File: src/common/fps_pkg.sv
// Fault protection supervisor: shared constants and types.
// Assumes a single 250 MHz clock and a synchronous active-low reset.
package fps_pkg;
  // Clock and time base
  localparam int CLK_PERIOD_NS = 4;
  localparam int SEC_NS        = 1_000_000_000;
  localparam int HALF_SEC_CYC  = SEC_NS / (2 * CLK_PERIOD_NS);
  localparam int HC_W          = 28;

  // Seconds thresholds, counted on the one-second tick
  localparam int TMR_W = 6;
  localparam logic [TMR_W-1:0] LAMP_TEST_S   = 6'h01;
  localparam logic [TMR_W-1:0] PWRUP_BLINK_S = 6'h03;
  localparam logic [TMR_W-1:0] SHUT_S        = 6'h0a;
  localparam logic [TMR_W-1:0] SLEEP_S       = 6'h3c;

  // Register map (byte addresses) and fields
  localparam int ADDR_W = 8;
  localparam logic [ADDR_W-1:0] REG_CTRL = 8'h00;
  localparam logic [ADDR_W-1:0] REG_STAT = 8'h04;
  localparam logic [ADDR_W-1:0] REG_TMR  = 8'h08;
  localparam int CTRL_ON_B   = 0;
  localparam int CTRL_OFF_B  = 1;
  localparam int CTRL_RNG_LO = 4;
  localparam logic [1:0] RNG_RST    = 2'h0;
  localparam logic [1:0] RESP_OKAY  = 2'h0;
  localparam logic [1:0] RESP_DECERR = 2'h3;

  typedef enum logic [2:0] {
    ST_LAMP  = 3'h0,
    ST_ROM   = 3'h1,
    ST_RUN   = 3'h3,
    ST_ERR   = 3'h2,
    ST_SLEEP = 3'h6
  } fps_state_t;

  typedef struct packed {
    logic ovl;
    logic temp;
    logic vout;
    logic supply_low;
  } fps_fault_t;

  typedef struct packed {
    logic       overload;
    logic       out_sw;
    logic [2:0] range;
  } fps_lamp_t;
endpackage

File: src/rtl/fps_supervisor.sv
// Power-on self-diagnosis and protection supervisor with AXI4-Lite registers.
// Assumes fault inputs and the switch are already synchronous to aclk;
// the program-memory checksum engine reports through rom_done / rom_ok.
//
// Overview of operation
// - At power-up run lamp test then checksum; any failure enters error state.
// - Lamp test lights all lamps one second; output switch lamp stays dark.
// - Checksum failure locks the device out of all further operation.
// - An invalid operator operation also enters the error state.
// - Overload present: overload lamp steady, output enable requests ignored.
// - Overload lasting 10 s turns output off and blinks switch lamp.
// - Output switch press clears a latched overload shutdown.
// - Overload lasting 60 s enters sleep, overload lamp blinks, nothing accepted.
// - Over-temperature present: overload lamp steady, output enable blocked.
// - Over-temperature lasting 10 s turns output off, switch lamp blinks.
// - Output switch press clears a latched over-temperature shutdown.
// - Over-temperature lasting 60 s enters sleep; only power cycle recovers.
// - Abnormal output voltage: overload lamp steady, output enable blocked.
// - Abnormal voltage with output on turns output off at once, lamp blinks.
// - Abnormal voltage lasting 60 s enters sleep with overload lamp blinking.
// - Low internal supply makes every range lamp blink.
// - Range lamp blinking at power-up stops after about 3 seconds.
// - While range lamps blink, all operator operations are ignored.
`timescale 1ns/100ps
module fps_supervisor
  import fps_pkg::*;
#(
  parameter int HALF_CYC = HALF_SEC_CYC,
  parameter int NPANEL   = 8
) (
  input  wire logic              aclk,
  input  wire logic              aresetn,
  input  wire logic [ADDR_W-1:0] s_axi_awaddr,
  input  wire logic              s_axi_awvalid,
  output logic                   s_axi_awready,
  input  wire logic [31:0]       s_axi_wdata,
  input  wire logic [3:0]        s_axi_wstrb,
  input  wire logic              s_axi_wvalid,
  output logic                   s_axi_wready,
  output logic [1:0]             s_axi_bresp,
  output logic                   s_axi_bvalid,
  input  wire logic              s_axi_bready,
  input  wire logic [ADDR_W-1:0] s_axi_araddr,
  input  wire logic              s_axi_arvalid,
  output logic                   s_axi_arready,
  output logic [31:0]            s_axi_rdata,
  output logic [1:0]             s_axi_rresp,
  output logic                   s_axi_rvalid,
  input  wire logic              s_axi_rready,
  input  wire fps_fault_t        faults,
  input  wire logic              sw_press,
  input  wire logic              invalid_op,
  input  wire logic              rom_done,
  input  wire logic              rom_ok,
  output logic [NPANEL-1:0]      panel_lamps,
  output fps_lamp_t              lamps,
  output logic                   output_enable,
  output logic                   sleep_state,
  output logic                   error_state
);

  function automatic logic [TMR_W-1:0] sat_inc(input logic [TMR_W-1:0] v);
    sat_inc = (&v) ? v : v + 6'h01;
  endfunction

  function automatic logic [2:0] rng_dec(input logic [1:0] r);
    case (r)
      2'h0:    rng_dec = 3'h1;
      2'h1:    rng_dec = 3'h2;
      2'h2:    rng_dec = 3'h4;
      default: rng_dec = 3'h0;
    endcase
  endfunction

  fps_state_t        st_r, st_nxt;
  logic [HC_W-1:0]   hc_r;
  logic              blink_r;
  logic [TMR_W-1:0]  up_s_r;
  logic [TMR_W-1:0]  t_ovl_r, t_tmp_r, t_vout_r;
  logic              out_on_r, out_on_nxt;
  logic              shut_r, shut_nxt;
  logic              rom_bad_r;
  logic              sw_d_r;
  logic [1:0]        rng_r;
  fps_lamp_t         lamps_r, lamps_nxt;
  logic [NPANEL-1:0] panel_r;

  // Time base
  wire half_tick = hc_r == HC_W'(HALF_CYC - 1);
  wire sec_tick  = half_tick & blink_r;

  // AXI write path
  logic              aw_hold_r, w_hold_r, bvalid_r;
  logic [ADDR_W-1:0] awaddr_r;
  logic [31:0]       wdata_r;
  logic              wstrb0_r;
  logic              rvalid_r;
  logic [31:0]       rdata_r;
  logic [1:0]        rresp_r, bresp_r;

  wire wr_fire  = aw_hold_r & w_hold_r & ~bvalid_r;
  wire wr_ctrl  = wr_fire & (awaddr_r == REG_CTRL) & wstrb0_r;
  wire wr_known = (awaddr_r == REG_CTRL) | (awaddr_r == REG_STAT) | (awaddr_r == REG_TMR);
  wire wr_on    = wr_ctrl & wdata_r[CTRL_ON_B];
  wire wr_off   = wr_ctrl & wdata_r[CTRL_OFF_B];
  wire [1:0] wr_rng = wdata_r[CTRL_RNG_LO +: 2];

  // Operator operations and their gating
  wire sw_edge    = sw_press & ~sw_d_r;
  wire pwr_blink  = up_s_r < PWRUP_BLINK_S;
  wire rng_blink  = faults.supply_low | pwr_blink;
  wire running    = st_r == ST_RUN;
  wire ops_ok     = running & ~rng_blink;
  wire bad_op     = invalid_op | (wr_on & wr_off);
  wire any_fault  = faults.ovl | faults.temp | faults.vout;

  wire long_fault = (t_ovl_r >= SLEEP_S) | (t_tmp_r >= SLEEP_S)
                  | (t_vout_r >= SLEEP_S);
  wire trip       = (t_ovl_r >= SHUT_S) | (t_tmp_r >= SHUT_S)
                  | (faults.vout & out_on_r);
  // Register on request obeys the shutdown latch, as the switch does
  wire on_req     = (sw_edge | wr_on) & ~out_on_r & ~shut_r;
  wire off_req    = (sw_edge & out_on_r) | wr_off;

  // Fault timers restart whenever their fault is absent
  function automatic logic [TMR_W-1:0] tmr_next(input logic f, input logic [TMR_W-1:0] t);
    tmr_next = !f ? '0 : (sec_tick ? sat_inc(t) : t);
  endfunction

  always_ff @(posedge aclk) begin
    if (!aresetn) begin
      hc_r    <= '0;
      blink_r <= 1'b0;
      up_s_r  <= '0;
      sw_d_r  <= 1'b0;
    end else begin
      hc_r    <= half_tick ? '0 : hc_r + HC_W'(1);
      blink_r <= blink_r ^ half_tick;
      up_s_r  <= sec_tick ? sat_inc(up_s_r) : up_s_r;
      sw_d_r  <= sw_press;
    end
  end

  always_ff @(posedge aclk) begin
    if (!aresetn) begin
      t_ovl_r  <= '0;
      t_tmp_r  <= '0;
      t_vout_r <= '0;
    end else begin
      t_ovl_r  <= tmr_next(faults.ovl & running, t_ovl_r);
      t_tmp_r  <= tmr_next(faults.temp & running, t_tmp_r);
      t_vout_r <= tmr_next(faults.vout & running, t_vout_r);
    end
  end

  // Sequence: lamp test, checksum, run, error, sleep
  always_comb begin
    st_nxt = st_r;
    case (st_r)
      ST_LAMP:  if (up_s_r >= LAMP_TEST_S) st_nxt = ST_ROM;
      ST_ROM:   if (rom_done) st_nxt = rom_ok ? ST_RUN : ST_ERR;
      ST_RUN: begin
        if (long_fault) st_nxt = ST_SLEEP;
        else if (bad_op && !rng_blink) st_nxt = ST_ERR;
      end
      ST_ERR:   if (!rom_bad_r && sw_edge && !rng_blink) st_nxt = ST_RUN;
      ST_SLEEP: st_nxt = ST_SLEEP;
      default:  st_nxt = ST_ERR;
    endcase
  end

  // Shutdown latch: a new trip wins over a clearing press
  assign shut_nxt = trip ? 1'b1 : ((ops_ok && sw_edge) ? 1'b0 : shut_r);

  always_comb begin
    out_on_nxt = out_on_r;
    if (!running || trip || long_fault || (ops_ok && bad_op)) out_on_nxt = 1'b0;
    else if (ops_ok && off_req) out_on_nxt = 1'b0;
    else if (ops_ok && on_req && !any_fault) out_on_nxt = 1'b1;
  end

  always_ff @(posedge aclk) begin
    if (!aresetn) begin
      st_r      <= ST_LAMP;
      out_on_r  <= 1'b0;
      shut_r    <= 1'b0;
      rom_bad_r <= 1'b0;
      rng_r     <= RNG_RST;
    end else begin
      st_r      <= st_nxt;
      out_on_r  <= out_on_nxt;
      shut_r    <= running & shut_nxt;
      rom_bad_r <= rom_bad_r | (st_r == ST_ROM && rom_done && !rom_ok);
      if (wr_ctrl && ops_ok && !bad_op) rng_r <= wr_rng;
    end
  end

  // Lamp drive
  always_comb begin
    lamps_nxt.overload = any_fault;
    lamps_nxt.out_sw   = shut_r ? blink_r : out_on_r;
    lamps_nxt.range    = rng_blink ? {3{blink_r}} : rng_dec(rng_r);
    if (st_r == ST_SLEEP) lamps_nxt.overload = blink_r;
    if (st_r == ST_LAMP) begin
      lamps_nxt.overload = 1'b1;
      lamps_nxt.out_sw   = 1'b0;
      lamps_nxt.range    = 3'h7;
    end
  end

  always_ff @(posedge aclk) begin
    if (!aresetn) begin
      lamps_r <= '0;
      panel_r <= '0;
    end else begin
      lamps_r <= lamps_nxt;
      panel_r <= {NPANEL{st_r == ST_LAMP}};
    end
  end

  assign lamps         = lamps_r;
  assign panel_lamps   = panel_r;
  assign output_enable = out_on_r;
  assign sleep_state   = st_r == ST_SLEEP;
  assign error_state   = st_r == ST_ERR;

  // AXI4-Lite slave
  assign s_axi_awready = ~aw_hold_r & ~bvalid_r;
  assign s_axi_wready  = ~w_hold_r & ~bvalid_r;
  assign s_axi_bvalid  = bvalid_r;
  assign s_axi_bresp   = bresp_r;
  assign s_axi_arready = ~rvalid_r;
  assign s_axi_rvalid  = rvalid_r;
  assign s_axi_rdata   = rdata_r;
  assign s_axi_rresp   = rresp_r;

  wire [31:0] stat_word = {16'h0, 3'h0, rom_bad_r, rng_blink, any_fault, shut_r, out_on_r,
                           faults, 1'b0, st_r};
  wire [31:0] tmr_word  = {8'h0, 2'h0, t_vout_r, 2'h0, t_tmp_r, 2'h0, t_ovl_r};
  wire [31:0] ctrl_word = {26'h0, rng_r, 4'h0};
  wire        rd_known  = (s_axi_araddr == REG_CTRL) | (s_axi_araddr == REG_STAT)
                        | (s_axi_araddr == REG_TMR);
  wire [31:0] rd_mux    = (s_axi_araddr == REG_CTRL) ? ctrl_word :
                          (s_axi_araddr == REG_STAT) ? stat_word :
                          (s_axi_araddr == REG_TMR)  ? tmr_word  : 32'h0;

  always_ff @(posedge aclk) begin
    if (!aresetn) begin
      aw_hold_r <= 1'b0;
      w_hold_r  <= 1'b0;
      bvalid_r  <= 1'b0;
      bresp_r   <= RESP_OKAY;
      awaddr_r  <= '0;
      wdata_r   <= '0;
      wstrb0_r  <= 1'b0;
    end else begin
      if (s_axi_awvalid && s_axi_awready) begin
        aw_hold_r <= 1'b1;
        awaddr_r  <= s_axi_awaddr;
      end
      if (s_axi_wvalid && s_axi_wready) begin
        w_hold_r <= 1'b1;
        wdata_r  <= s_axi_wdata;
        wstrb0_r <= s_axi_wstrb[0];
      end
      if (wr_fire) begin
        aw_hold_r <= 1'b0;
        w_hold_r  <= 1'b0;
        bvalid_r  <= 1'b1;
        bresp_r   <= wr_known ? RESP_OKAY : RESP_DECERR;
      end else if (bvalid_r && s_axi_bready) begin
        bvalid_r <= 1'b0;
      end
    end
  end

  always_ff @(posedge aclk) begin
    if (!aresetn) begin
      rvalid_r <= 1'b0;
      rdata_r  <= '0;
      rresp_r  <= RESP_OKAY;
    end else if (s_axi_arvalid && s_axi_arready) begin
      rvalid_r <= 1'b1;
      rdata_r  <= rd_mux;
      rresp_r  <= rd_known ? RESP_OKAY : RESP_DECERR;
    end else if (rvalid_r && s_axi_rready) begin
      rvalid_r <= 1'b0;
    end
  end
endmodule

File: config.mk
export PLATFORM = sky130hd
export DESIGN_NAME = fps_supervisor
export DESIGN_NICKNAME = d
export VERILOG_FILES = /design/src/common/fps_pkg.sv /design/src/rtl/fps_supervisor.sv
export SDC_FILE = /design/constraint.sdc
export NUM_CORES = 1
export LEC_CHECK = 0
export BUFFER_PORTS_ARGS = -buffer_cell sky130_fd_sc_hd__buf_4
export CORE_ASPECT_RATIO = 0.75
export CORE_UTILIZATION = 40
export CTS_BUF_LIST = sky130_fd_sc_hd__clkbuf_4
export DETAILED_ROUTE_END_ITERATION = 10
export HOLD_SLACK_MARGIN = 0.08
export SLEW_MARGIN = 30
export SYNTH_ARGS = -nofsm -noshare
export SYNTH_HDL_FRONTEND = slang
export SYNTH_SLANG_ARGS = --single-unit
export TNS_END_PERCENT = 1
File: constraint.sdc
create_clock -name aclk -period 3.79 [get_ports aclk]
set_input_delay 0.5685 -clock aclk [delete_from_list [all_inputs] [get_ports aclk]]
set_output_delay 0.5685 -clock aclk [all_outputs]
set_load 0.02 [all_outputs]
# Yosys cells after proc, flatten, opt, wreduce, memory -nomap -nowiden
# Index checks and enable logic that the tools add are counted.
# word_totals
reg_bits,123
input_bits,67
output_inout_bits,57
wordCells,173
# op_classes
n_addsub,5
n_lt_le_gt_ge,7
n_eq_ne,15
mux,23
n_bitwise,49
n_reduce_logical,48
# op_table
op,count
$mux 22,3
$add 28x1->28 const B,1
$eq 28x27->1 const B,1
$add 6x1->6 const B,4
$reduce_and 6->1,4
$and 1x1->1,20
$ge 6x6->1 const B,3
$mux 3,6
$logic_and 1x1->1,17
$eq 8x3->1 const B,2
$eq 8x4->1 const B,2
$logic_not 8->1,2
$or 1x1->1,15
$pmux 3 s5,1
$reduce_and 2->1,7
$not 1->1,13
$ge 6x4->1 const B,2
$mux 1,9
$pmux 3 s3,1
$eq 3x2->1 const B,2
$ge 6x1->1 const B,1
$logic_not 1->1,6
$lt 6x2->1 const B,1
$reduce_or 2->1,3
16 further kinds,21

# Logic depth before layout (Yosys ltp)
# logic_depth
depth_word,11
depth_mapped,8
mapped_depth_nobuf,8

# Worst setup path after synthesis
# OpenSTA, ideal clock, no wires.
# synth_timing
path_kind,register to register
from,reg hc_r[8]
to,reg up_s_r[4]
setup_time_ns,0.115
arrival_time_ns,2.115
required_time_ns,3.675
setup_slack_ns,1.560
path_stages_with_launch,9
path_buffers,0
synth_period_minus_slack_ns,2.230
cell_sequence,dfxtp_1 -> nand4_1 -> or4_1 -> nor4b_1 -> ha_1 -> o21a_1 -> nand4_1 -> xnor2_1 -> and2_1
# synth_via
elab_chain_len,3
# synth_rtl
element,line_no,text
"start, declared",fps_supervisor.sv:76,logic [HC_W-1:0] hc_r;
"start signal, assigned",fps_supervisor.sv:137,hc_r <= half_tick ? '0 : hc_r + HC_W'(1);
$eq 28x27->1,fps_supervisor.sv:89,wire half_tick = hc_r == HC_W'(HALF_CYC - 1);
$and 1x1->1,fps_supervisor.sv:90,wire sec_tick = half_tick & blink_r;
$reduce_and 2->1 (no source line),n/a,
"end signal, assigned",fps_supervisor.sv:139,up_s_r <= sec_tick ? sat_inc(up_s_r) : up_s_r;
"end, declared",fps_supervisor.sv:78,logic [TMR_W-1:0] up_s_r;
# Every way passes these cells.
# A chain may end at the register's enable or synchronous reset.

# Worst setup path after layout
# Same ends and word-level chain as after synthesis.

==> results.py <==
metrics = {
    "final_layout": {
        "fin_nets": 699,
        "drive_gt1_frac": 0.1707,
        "postLayoutCoreUtil": 0.4827,
        "final_cell_area_mm2": 0.005688,
        "area_delta_synth_final_pct": 15.76,
        "layout.cells.non_filler": 790,
    },
    "yosys": {
        "synthTopCellsByCount": "dfxtp_1 (107), nand2_1 (67), nor2_1 (66)",
        "synth-seq-cells": 107,
        "synthCells": 561,
        "synthAdderAreaFrac": 0.02037,
        "synth_xor_area_frac": 0.08200,
        "synth.area.top_cells": "dfxtp_1 (44%), xor2_1 (5.3%), nand2_1 (5.1%)",
        "synth_top_family_by_area": "simple AND/OR/NAND/NOR gates",
        "ys.flop_type": "dfxtp_1",
        "synth_top_area_frac": 0.4360,
        "syn_avg_cell_area_um2": 8.758,
        "yosys.area.top_type": "dfxtp_1",
        "yosysSeqAreaShare": 0.4360,
        "syn-cell-area_mm2": 0.004913,
        "synth_most_common_cell": "dfxtp_1",
        "yosys_warnings": 0,
        "synth.mux.area_fraction": 0.02674,
        "synth-edff-count": 0,
        "yosys.area_share.simple": 0.2664,
        "async_reset_ff_frac": 0,
        "synth_compound_area_frac": 0.1100,
        "synth_cell_types": 50,
    },
    "worst_setup_path": {
        "worstPathMaxFanout": 7,
        "cp_cell_sequence": "nand4_1, or4_1, nor4b_1, ha_1, o21a_1, nand4_1, xnor2_1, and2_1",
        "required_ns": 4.15,
        "cp-start-kind": "flip-flop",
        "cp_slowest_cell": "or4_1",
        "max_stage_delay_ns": 0.46,
        "critPathCaptureType": "flip-flop",
        "cp.arrival_ns": 3.04,
        "worstSetupPathType": "flip-flop to flip-flop",
        "cp_common_cell": "nand4_1",
    },
    "outcome": {
        "status": "finished clean",
    },
    "clock_tree": {
        "ctsResizeCount": 0,
        "cts_root_buffer": "clkbuf_4",
        "cts_buffers": 9,
        "cts.sinks": 107,
        "htreeDepth": 3,
        "cts_tree": "built",
        "cts_buffer_depth": 2,
        "hold_buffers": 0,
        "worstSkewPairLatency_ns": 0.45,
        "cts.clk_slew.worst_paths_ns": 0.15,
        "post_cts_buffers": 0,
    },
    "sta": {
        "period_minus_slack_ns": 2.670,
        "fin_skew_ns": 0.01623,
        "rsz0062_at_grt": "false",
        "setup_tns_ns": 0,
        "fin_ws_ns": 1.120,
        "setup_viol": 0,
        "final.period_utilization": 0.7046,
        "maxSlewViolCount": 0,
        "fmaxAchievable_ghz": 0.3745,
        "tightest_slew_ns": 0.7797,
        "maxSlewHeadroom": 0.4790,
        "hold_violations": 0,
    },
    "global_route": {
        "grt_pass1_vias": 3622,
        "grt_max_degree": 64,
        "grt_use_total": 0.1773,
        "gr-total-overflow": 0,
        "grt_pass1_wl_um": 17640,
        "grt_antenna_before_repair": 0,
    },
    "pwr": {
        "power_density_mw_per_mm2": 340.6,
        "ir_drop_v": 0.0001632,
        "p_leak_nw": 2.183,
    },
    "floorplanning": {
        "rows": 34,
        "initial_core_util": 0.4170,
        "die_w_um": 130.0,
        "core_mm2": 0.01178,
        "ioPinCount": 124,
        "die_y_um": 97.99,
        "dieArea_mm2": 0.01274,
    },
    "worst_hold_path": {
        "min_path_type": "input port to flip-flop",
    },
    "detailed_routing": {
        "wl_per_cell_um": 13.34,
        "ant_nets": 0,
        "vias": 3925,
        "drtPass1Iterations": 4,
        "drc_errors": 0,
        "wl_um": 10540,
        "first_iter_violations": 217,
        "via_per_inst": 4.968,
    },
    "placement": {
        "port_buffers": 80,
        "dp_slack_ns": 1.128,
        "place_congestion": 0.8040,
        "hpwl_um": 7644,
        "placed_cells": 775,
        "place_area_mm2": 0.005540,
    },
    "run": {
        "drv_cap": 0,
    },
}
## per-stage QoR
| stage | power (mW) | hold slack (ns) |
|---|---|---|
| after CTS | 1.967 | 0.2841 |
| after global placement | 1.347 | 0.4492 |
| after floorplan | 1.297 | 0.4382 |
| after detailed placement | 1.350 | 0.4538 |
| after global routing | 2.033 | 0.2584 |
| final | 1.937 | 0.3143 |
## layer usage
metal,global-route usage,routed length (um),vias to the layer above
met3,0.04219,598,10
met4,0.05188,143,0
met1,0.2438,5169,1816
met5,0,0,-
li1,-,-,1996
met2,0.2752,4625,103
## registers in the layout, summed over array words and instances (netlist names), 2 cells and up
signal	count
lamps	5
s_axi_rdata	20
wdata_r	4
t_ovl_r	6
hc_r	28
rng_r	2
t_tmp_r	6
t_vout_r	6
awaddr_r	8
st_r	3
up_s_r	6
## report_power, final
part           internal, mW  total (mW)  switching, mW
Combinational        0.0715       0.163         0.0916
Clock                 0.265       0.613          0.348
Sequential             1.15        1.16         0.0153
Total                  1.48        1.94          0.455
## worst max-delay path: cells and delay by family (launching register included)
kind,cells,cell delay [ns]
AOI/OAI and AO/OA,1,0.31
DFF,1,0.44
and+or+nand+nor,5,1.28
xor gates and xnor gates,1,0.14
adders and majority gates,1,0.40
## layout make-up
class	instances	area, um2
Inverter	12	45.04
Timing Repair Buffer	82	615.6
Clock buffer	10	75.07
Fill cell	1176	6096
Sequential cell	107	2142
Clock inverter	4	67.56
Multi-Input combinational cell	412	2537
Tap cell	162	202.7
Antenna cell	1	2.502
## cells in the final DEF, fill, tap and decap left out, types with 2 or more instances in the layout
cell type	count
and4_1	3
nand2_1	67
nor4_1	5
bufinv_16	2
a22oi_1	20
nand3b_1	3
nor2_1	66
dfxtp_1	107
or3_1	2
and3_1	10
nand4_1	16
xor2_1	30
nor3b_1	2
buf_4	82
mux2i_1	12
clkinv_1	2
o21ai_0	10
o21a_1	6
nand3_1	14
conb_1	12
and2_1	15
inv_1	12
a21oi_1	8
or4_4	3
a21boi_0	21
clkbuf_4	10
nand2b_1	3
xnor2_1	16
nor2b_1	28
nor3_1	7
ha_1	8
or2_2	4
## worst paths after layout
path	startpoint	end	slack (ns)	cells past startpoint
max	hc_r[8]$_SDFF_PP0_	up_s_r[4]$_SDFFE_PN0P_	1.12	8
min	sw_press	sw_d_r$_SDFF_PN0_	0.31	2
max reg2reg	hc_r[8]$_SDFF_PP0_	up_s_r[4]$_SDFFE_PN0P_	1.12	8
min reg2reg	awaddr_r[1]$_SDFFE_PN0P_	awaddr_r[1]$_SDFFE_PN0P_	0.47	2
## kinds of logic after synthesis
group           count (synthesis)
xor+xnor                       46
other cells                     1
buf+inv                        53
mux                            13
compound gates                 76
fa+ha+maj                       8
simple gates                  257
flops                         107
(Power assumes the default switching activity.)
